<file path="config.mk">
export PLATFORM = sky130hd
export DESIGN_NAME = ccc_chopper
export DESIGN_NICKNAME = d
export VERILOG_FILES = /design/src/design/ccc_pkg.sv /design/src/design/ccc_chopper.sv
export SDC_FILE = /design/constraint.sdc
export NUM_CORES = 1
export LEC_CHECK = 0
export BUFFER_PORTS_ARGS = -buffer_cell sky130_fd_sc_hd__buf_4
export CAP_MARGIN = 20
export CORE_MARGIN = 8
export CORE_UTILIZATION = 35
export CTS_CLUSTER_DIAMETER = 150
export CTS_CLUSTER_SIZE = 16
export DETAILED_ROUTE_END_ITERATION = 8
export SYNTH_ARGS = -nofsm -noshare
export SYNTH_HDL_FRONTEND = slang
export SYNTH_SLANG_ARGS = --single-unit
</file>
<file path="constraint.sdc">
create_clock -name clk_sys_in -period 1.47 [get_ports clk_sys_in]
set_input_delay 0.294 -clock clk_sys_in [delete_from_list [all_inputs] [get_ports clk_sys_in]]
set_output_delay 0.294 -clock clk_sys_in [all_outputs]
set_load 0.005 [all_outputs]
</file>
<file path="src/design/ccc_pkg.sv">
// Package of constants for the constant-current chopper
package ccc_pkg;
	// Off period lengths in internal clock rising edges
	localparam logic [2:0] CCC_OFF_LONG     = 3'h5;
	localparam logic [2:0] CCC_OFF_SHORT    = 3'h3;
	// Value of the off-count select after reset (0 = five edges)
	localparam logic       CCC_OFFSEL_RST   = 1'h0;
	// Dead time in system clock cycles
	localparam logic [3:0] CCC_DEAD_CYC     = 4'h2;
	// Default divider from reference clock edges to internal clock
	localparam int         CCC_DIV_DEFAULT  = 4;
	// Register offsets
	localparam logic [3:0] CCC_REG_CTRL     = 4'h0;
	localparam logic [3:0] CCC_REG_SPEED    = 4'h4;
	localparam logic [3:0] CCC_REG_STATUS   = 4'h8;
	// Control register field positions
	localparam int         CCC_F_OFFSEL     = 0;
	localparam int         CCC_F_METHOD     = 1;
	localparam int         CCC_F_LOOPDIS    = 2;
	localparam int         CCC_F_ENABLE     = 3;
	// Control register value after reset: five edges, external PWM, loop on
	localparam logic [3:0] CCC_CTRL_RST     = 4'h0;
	localparam logic [3:0] CCC_SPEED_RST    = 4'h0;
	// Speed reference: 250 Hz base, 100 Hz per step, 16 steps
	localparam int         CCC_SPEED_BASE_HZ = 250;
	localparam int         CCC_SPEED_STEP_HZ = 100;
	// Chopper phases
	typedef enum logic [1:0] {CCC_IDLE, CCC_ON, CCC_DEAD, CCC_BRAKE} ccc_phase_t;
endpackage

</file>
<file path="src/design/ccc_chopper.sv">
// PWM constant-current chopper with fixed off time and register port
// Contract
// - Alternate drive-on and short brake repeatedly
// - Dead time around every drive-on phase
// - Off period counts divided internal clock edges
// - Three or five edges, five after reset
// - Count starts when high side switches off (code starts it on entering brake, after the dead time)
// - Five-edge count clears on sixth edge
// - Comparator trip ends drive-on phase
// - Drive resumes after counted off period
// - Select speed loop or direct PWM drive
// - Speed reference sixteen steps, 250-1750 Hz
// - Off select: 0 five, 1 three
// - Method select: 0 external, 1 speed loop
// - Loop bit: 0 limit on, 1 off
`timescale 1ns/10ps
module ccc_chopper #(
	parameter int DIV = ccc_pkg::CCC_DIV_DEFAULT  // Ref clock edges per internal clock
) (
	input  wire logic       clk_sys_in,          // System clock, 25 MHz
	input  wire logic       reset_in,            // Synchronous reset, active high
	input  wire logic [3:0] addr_in,             // Register byte address
	input  wire logic [7:0] wdata_in,            // Register write data
	input  wire logic       wr_in,               // Write strobe
	input  wire logic       rd_in,               // Read strobe
	output logic      [7:0] rdata_out,           // Read data, cycle after strobe
	input  wire logic       ref_clk_in,          // External reference clock level
	input  wire logic       sense_voltage_in,    // Comparator: sense at limit
	input  wire logic       ext_pwm_in,          // External PWM drive input
	input  wire logic       speed_drive_in,      // Drive demand from speed loop
	output logic            high_on_out,         // High-side transistors on
	output logic            low_on_out,          // Low-side transistors on
	output logic            brake_out,           // Short brake active
	output logic      [3:0] speed_target_out,    // Target speed step
	output logic            speed_loop_out       // Speed loop selected
);
	import ccc_pkg::*;

	logic [3:0] ctrl_r, ctrl_nxt;
	logic [3:0] speed_r, speed_nxt;
	logic [7:0] rdata_r, rdata_nxt;
	logic       ref_d_r, ref_d_nxt;
	logic [7:0] div_r, div_nxt;
	logic       tick_r, tick_nxt;
	ccc_phase_t phase_r, phase_nxt;
	logic [3:0] dead_r, dead_nxt;
	logic [2:0] off_r, off_nxt;
	logic       after_on_r, after_on_nxt;
	logic       demand;
	logic [2:0] off_len;

	localparam logic [7:0] DIV_LAST = 8'(DIV - 1);

	// Register port next values
	always_comb begin
		ctrl_nxt  = ctrl_r;
		speed_nxt = speed_r;
		rdata_nxt = 8'h00;
		if (wr_in && addr_in == CCC_REG_CTRL) begin
			ctrl_nxt = wdata_in[3:0];
		end
		if (wr_in && addr_in == CCC_REG_SPEED) begin
			speed_nxt = wdata_in[3:0];
		end
		if (rd_in) begin
			unique case (addr_in)
				CCC_REG_CTRL:   rdata_nxt = {4'h0, ctrl_r};
				CCC_REG_SPEED:  rdata_nxt = {4'h0, speed_r};
				CCC_REG_STATUS: rdata_nxt = {3'h0, off_r, phase_r};
				default:        rdata_nxt = 8'h00;
			endcase
		end
	end

	// Register port state
	always_ff @(posedge clk_sys_in) begin
		if (reset_in) begin
			ctrl_r  <= CCC_CTRL_RST;
			speed_r <= CCC_SPEED_RST;
			rdata_r <= 8'h00;
		end else begin
			ctrl_r  <= ctrl_nxt;
			speed_r <= speed_nxt;
			rdata_r <= rdata_nxt;
		end
	end

	assign rdata_out        = rdata_r;
	assign speed_target_out = speed_r;
	assign speed_loop_out   = ctrl_r[CCC_F_METHOD];

	// Drive demand from selected method, off length from select bit
	always_comb begin
		demand  = ctrl_r[CCC_F_ENABLE] &&
			(ctrl_r[CCC_F_METHOD] ? speed_drive_in : ext_pwm_in);
		off_len = ctrl_r[CCC_F_OFFSEL] ? CCC_OFF_SHORT : CCC_OFF_LONG;
	end

	// Internal clock: one-cycle tick every DIV reference clock rising edges
	always_comb begin
		ref_d_nxt = ref_clk_in;
		div_nxt   = div_r;
		tick_nxt  = 1'b0;
		if (ref_clk_in && !ref_d_r) begin
			if (div_r == DIV_LAST) begin
				div_nxt  = 8'h00;
				tick_nxt = 1'b1;
			end else begin
				div_nxt = div_r + 8'h01;
			end
		end
	end

	// Divider state
	always_ff @(posedge clk_sys_in) begin
		if (reset_in) begin
			ref_d_r <= 1'b0;
			div_r   <= 8'h00;
			tick_r  <= 1'b0;
		end else begin
			ref_d_r <= ref_d_nxt;
			div_r   <= div_nxt;
			tick_r  <= tick_nxt;
		end
	end

	// Chopper phase machine
	always_comb begin
		phase_nxt    = phase_r;
		dead_nxt     = 4'h0;
		off_nxt      = 3'h0;
		after_on_nxt = after_on_r;
		unique case (phase_r)
			CCC_IDLE: begin
				if (demand) begin
					phase_nxt    = CCC_DEAD;
					after_on_nxt = 1'b0;
				end
			end
			CCC_ON: begin
				if (!demand || (sense_voltage_in && !ctrl_r[CCC_F_LOOPDIS])) begin
					phase_nxt    = CCC_DEAD;
					after_on_nxt = 1'b1;
				end
			end
			CCC_DEAD: begin
				dead_nxt = dead_r + 4'h1;
				if (dead_r == CCC_DEAD_CYC - 4'h1) begin
					dead_nxt = 4'h0;
					if (!demand) begin
						phase_nxt = CCC_IDLE;
					end else if (after_on_r) begin
						phase_nxt = CCC_BRAKE;
					end else begin
						phase_nxt = CCC_ON;
					end
				end
			end
			CCC_BRAKE: begin
				off_nxt = off_r;
				if (tick_r) begin
					if (off_r == off_len) begin
						off_nxt      = 3'h0;
						phase_nxt    = CCC_DEAD;
						after_on_nxt = 1'b0;
					end else begin
						off_nxt = off_r + 3'h1;
					end
				end
				if (!demand) begin
					phase_nxt = CCC_IDLE;
					off_nxt   = 3'h0;
				end
			end
		endcase
	end

	// Phase state
	always_ff @(posedge clk_sys_in) begin
		if (reset_in) begin
			phase_r    <= CCC_IDLE;
			dead_r     <= 4'h0;
			off_r      <= 3'h0;
			after_on_r <= 1'b0;
		end else begin
			phase_r    <= phase_nxt;
			dead_r     <= dead_nxt;
			off_r      <= off_nxt;
			after_on_r <= after_on_nxt;
		end
	end

	// Bridge outputs: both off in idle and dead time
	assign high_on_out = (phase_r == CCC_ON);
	assign low_on_out  = (phase_r == CCC_ON) || (phase_r == CCC_BRAKE);
	assign brake_out   = (phase_r == CCC_BRAKE);

	// Dead time always separates on and brake
	a_dead_between: assert property (@(posedge clk_sys_in) disable iff (reset_in)
		phase_r == CCC_ON && phase_nxt != CCC_ON |=> phase_r != CCC_BRAKE)
		else $error("brake entered without dead time");

	// Trip ends drive-on
	a_trip_ends_on: assert property (@(posedge clk_sys_in) disable iff (reset_in)
		phase_r == CCC_ON && sense_voltage_in && !ctrl_r[CCC_F_LOOPDIS]
		|=> phase_r == CCC_DEAD ##[1:2] phase_r inside {CCC_BRAKE, CCC_IDLE})
		else $error("comparator trip did not end drive");

	// Counter clear outside brake
	a_off_cleared: assert property (@(posedge clk_sys_in) disable iff (reset_in)
		phase_r != CCC_BRAKE |-> off_r == 3'h0)
		else $error("off counter not cleared");

	// Counter never passes the selected length
	a_off_bound: assert property (@(posedge clk_sys_in) disable iff (reset_in)
		off_r <= off_len)
		else $error("off counter beyond length");

	// Off period ends on the edge after the count is full
	a_off_end: assert property (@(posedge clk_sys_in) disable iff (reset_in)
		phase_r == CCC_BRAKE && tick_r && off_r == off_len && demand
		|=> phase_r == CCC_DEAD && off_r == 3'h0)
		else $error("off period did not end");

	// Counting advances by one per internal edge
	a_off_count: assert property (@(posedge clk_sys_in) disable iff (reset_in)
		phase_r == CCC_BRAKE && tick_r && off_r != off_len && demand
		|=> off_r == $past(off_r) + 3'h1)
		else $error("off count did not advance");

	// Brake holds without a tick despite comparator trips
	a_trip_ignored: assert property (@(posedge clk_sys_in) disable iff (reset_in)
		phase_r == CCC_BRAKE && !tick_r && demand |=> phase_r == CCC_BRAKE)
		else $error("off period cut short");

	// Drive returns after off period
	a_drive_resumes: assert property (@(posedge clk_sys_in) disable iff (reset_in)
		phase_r == CCC_BRAKE ##1 phase_r == CCC_DEAD && demand
		|-> ##[1:2] phase_r == CCC_ON)
		else $error("drive did not resume");

	// Never high side and brake at once
	a_no_shoot: assert property (@(posedge clk_sys_in) disable iff (reset_in)
		!(high_on_out && brake_out))
		else $error("high side on during brake");
endmodule

</file>
# Word level (Yosys, flattened, before mapping)
# Cells that the tools add are included.
# word_totals
elab_cells	72
register_bits	36
# classes
eq_ne	15
bitwise_logic	5
n_addsub	3
n_reduce_logical	19
mux	20
# op_table
op	n
$mux 2	8
$pmux 5 s3	1
$reduce_and 5->1	2
$add 8x1->8 const B	1
$eq 8x2->1 const B	1
$mux 8	1
$pmux 2 s4	1
$mux 1	6
$mux 3	2
$ne 2x1->1 const B	3
$reduce_or 3->1	2
$logic_and 1x1->1	5
$not 1->1	5
$add 4x1->4 const B	1
$eq 2x2->1 const B	2
$eq 4x1->1 const B	1
$eq 4x3->1 const B	1
$eq 4x4->1 const B	1
$logic_not 4->1	1
$ne 2x2->1 const B	2
$reduce_or 2->1	2
$add 3x1->3 const B	1
$eq 3x3->1	1
$logic_not 1->1	3
7 further kinds	8

# Longest topological paths before layout
# depth
ltp_word	6
depth_mapped	5

# Worst setup path before layout
# OpenSTA, ideal clock, no wires.
# synth_timing
path_type	reg2reg
startpoint	reg dead_r[1]
endpoint	reg dead_r[2]
setup_slack_ps	113
path_stages_with_launch	6
t_arrival_ps	1292
setup_time_ps	65
path_cell_list	dfxtp_1 > inv_1 > ha_1 > nor3b_1 > or4b_1 > nor2_1
# synth_via
elab_chain_cells	2
elab_cells_between_ends	3
cone_classes	add/sub (1); eq/ne (1); reduce/logical (1)
# synth_rtl
element	line	rtl
start, declared	ccc_chopper.sv:46	logic [3:0] dead_r, dead_nxt;
start signal, assigned	ccc_chopper.sv:187	dead_r <= dead_nxt;
branches (longest 2 deep; another with $add 4x1->4)	n/a	
# Several ways; the timed one is not identified.
# A chain may end at the register's enable or synchronous reset.

# Worst setup path in the final report
# layout_timing
startpoint	reg dead_r[1]
endpoint	reg dead_r[1]
# The elaborated chain is that of the path after synthesis.

==> flow_summary.toml <==
[timing]
hold_violations = 0
finalCritPeriodShare_pct = 95.9
fin_setup_tns_ps = 0
relSlewSlack_pct = 66.8
slew_violations = 0
tightest_slew_ps = 496
finalClockSkew_ps = 4.21
setup_viol = 0
rsz0062_at_grt = "no"
fmax_mhz = 710
hold_ws_ps = 262
post-route-min-period_ps = 1410

[power_and_ir_drop]
comb_power_share_pct = 7.7
netSwitchingFraction_pct = 22.1
power_density_nw_per_um2 = 860
pwr-share-clk_pct = 39.4
p_int_w = 0.00134
ir_worst_vdd_mv = 0.516
leakagePower_nw = 0.793
total_power_w = 0.00172
power_switching_w = 0.000381
seq_power_share_pct = 52.9

[detailed_routing]
wl_met2_mm = 1.69
avgViaCountPerCell = 5.16
firstDrtPassIters = 4
drt_wl_total_mm = 3.60
drt-met1-wl_mm = 1.69
drt-wirelength-per-cell_um = 13.7
remaining_drc_errors = 0
dr_total_vias = 1352
drt_iter0_drc = 71
ant_nets = 0
routed.top_layer = "met4"
route.met3.wl_um = 142

[floorplan]
row_count = 24
fp.dieArea_um2 = 6890
die_width_um = 83.0
coreArea_um2 = 4350
pin_count = 36
dieHeight_um = 83.0
start_util_pct = 36.1

[synth]
synth_area_um2 = 1570
ys_ff_latch = 33
synth_edf_count = 0
yosysSeqAreaShare_pct = 42.0
synth-async-reset-ratio_pct = 0
synthDistinctLibCells = 49
yosysWarningCount = 0
syn_avg_cell_area_um2 = 9.08
postSynthCellCount = 173
synth-main-ff-cell = "dfxtp_1"

[clock_network]
cts.clk_slew.worst_paths_ps = 60
numCtsBuffers = 5
htreeDepth = 2
clock_path_buffers = 2
cts_sinks = 33
cts_tree = "yes"
cts-root-buf = "clkbuf_8"
clk_latency_ps = 280

[setup_path]
path_buf_inv = 1
cp_max_fo = 4
cpLargestDelayFamily = "simple AND/OR/NAND/NOR gates"
critPathCaptureType = "flip-flop"
worstPathArrival_ps = 1630
cpPeakStageDelay_ps = 560
critPathSlowestCell = "or4b_4"
required_ps = 1690
crit_chain = "inv_2 -> ha_4 -> nor3b_4 -> or4b_4 -> nor2_1"
path_class = "flip-flop to flip-flop"
start_kind = "flip-flop"

[grt]
grt_max_degree = 17
grt.total_usage_pct = 10.6
grt_pass1_vias = 1312
grt_antenna_before_repair = 0
grt.overflow.total = 0
grt_pass1_wl_mm = 6.16

[place]
port_buffers = 28
dpl.hpwl_mm = 2.71
gp_congestion = 0.734

[final_layout]
layout_commonest_cell = "buf_4"
diodes = 0
layout.cells.most_common_list = "buf_4, dfxtp_1, a21oi_1, o21ai_0, nand3_1"
layout-drive-gt1-share_pct = 28.6
fillCellCount = 435
synthToLayoutAreaGrowth_pct = 27.5
fin_nets = 234

[run]
cap_violations = 0

[hold_path]
hold_class = "primary input to flip-flop"

[outcome]
status = "finished clean"
==> cells in the mapped netlist, types with 2 or more instances <==
cell / number / area [µm²]
nand2b_1: 2 / 12.5
nand2_1: 7 / 26.3
o2bb2ai_1: 4 / 35.0
and2_1: 5 / 31.3
nor2b_1: 4 / 25.0
nor4_1: 3 / 18.8
o21ai_0: 12 / 60.1
buf_4: 3 / 22.5
a221oi_1: 2 / 17.5
or3_1: 4 / 25.0
a21oi_1: 16 / 80.1
dfxtp_1: 33 / 661
nor2_1: 8 / 30.0
nand3_1: 11 / 55.1
nand3b_1: 3 / 22.5
ha_1: 4 / 50.1
nor3b_1: 2 / 15.0
xnor2_1: 3 / 26.3
buf_2: 2 / 10.0
clkbuf_1: 4 / 15.0
mux2i_1: 5 / 50.1
inv_1: 6 / 22.5
xor2_1: 2 / 17.5
nor3_1: 3 / 15.0
==> area by class of cell <==
cell class | count | area (µm²) | share of cell area [%]
flip-flops and latches | 33 | 666 | 33.2
repair buffers | 38 | 285 | 14.2
clock buffers | 7 | 86.3 | 4.31
well taps | 52 | 65.1 | 3.25
inverters | 6 | 22.5 | 1.12
multi-input cells | 126 | 880 | 43.9
==> timing repair <==
action                                  in CTS  in global routing
gates cloned                                 0                  0
hold buffers                                 0                  0
pin swaps                                    0                  4
endpoints found under the setup margin       2                  4
setup buffers                                0                  0
gates resized for setup                      2                 11
==> flip-flops by register name (all words and copies together) (netlist names) <==
signal	count
div_r	8
rdata_out	5
ref_d_r	1
after_on_r	1
ctrl_r	4
off_r	3
speed_target_out	4
tick_r	1
dead_r	4
phase_r	2
==> power by group through the flow <==
stage / logic (W) / clock network [W] / registers, W
4_1_cts: 0.000133 / 0.000710 / 0.000911
6_report: 0.000134 / 0.000679 / 0.000912
3_3_place_gp: 0.000131 / 0 / 0.000932
3_5_place_dp: 0.000132 / 0 / 0.000932
2_1_floorplan: 0.0000717 / 0 / 0.000934
5_1_grt: 0.000145 / 0.000753 / 0.000912
==> layer usage <==
layer,vias to the layer above,track usage (%)
li1,699,-
met1,622,13.3
met2,23,15.6
met3,8,3.03
met4,0,6.23
met5,-,0
==> worst paths after layout <==
path / start / endpoint / slack (ps) / cells past startpoint
max: dead_r[1] / dead_r[1] / 60 / 5
min: reset_in / phase_r[1] / 260 / 2
max reg2reg: dead_r[1] / dead_r[1] / 60 / 5
min reg2reg: dead_r[0] / dead_r[0] / 460 / 1
==> cell families after synthesis <==
| group | count (synthesis) | synth area share, % |
|---|---|---|
| and+or+nand+nor | 64 | 25.2 |
| AOI/OAI and AO/OA | 44 | 17.7 |
| DFF | 33 | 42.0 |
| buffers and inverters | 16 | 4.70 |
| muxes | 6 | 4.14 |
| xor gates and xnor gates | 5 | 2.79 |
| adders and majority gates | 4 | 3.18 |
| other | 1 | 0.239 |
==> metrics by stage <==
| step | instances | area [µm²] | worst slack (ps) | util, % |
|---|---|---|---|---|
| final | 262 | 2000 | 60.6 | 46.0 |
| after global routing | 262 | 2000 | 0.0284 | 46.0 |
| after CTS | 262 | 1970 | 2.91 | 45.2 |
| after detailed placement | 255 | 1880 | 6.35 | 43.1 |
| after global placement | 255 | 1880 | 39.6 | 43.1 |
| after floorplan | 175 | 1580 | 113 | - |
Power figures use the tool's default switching activity.
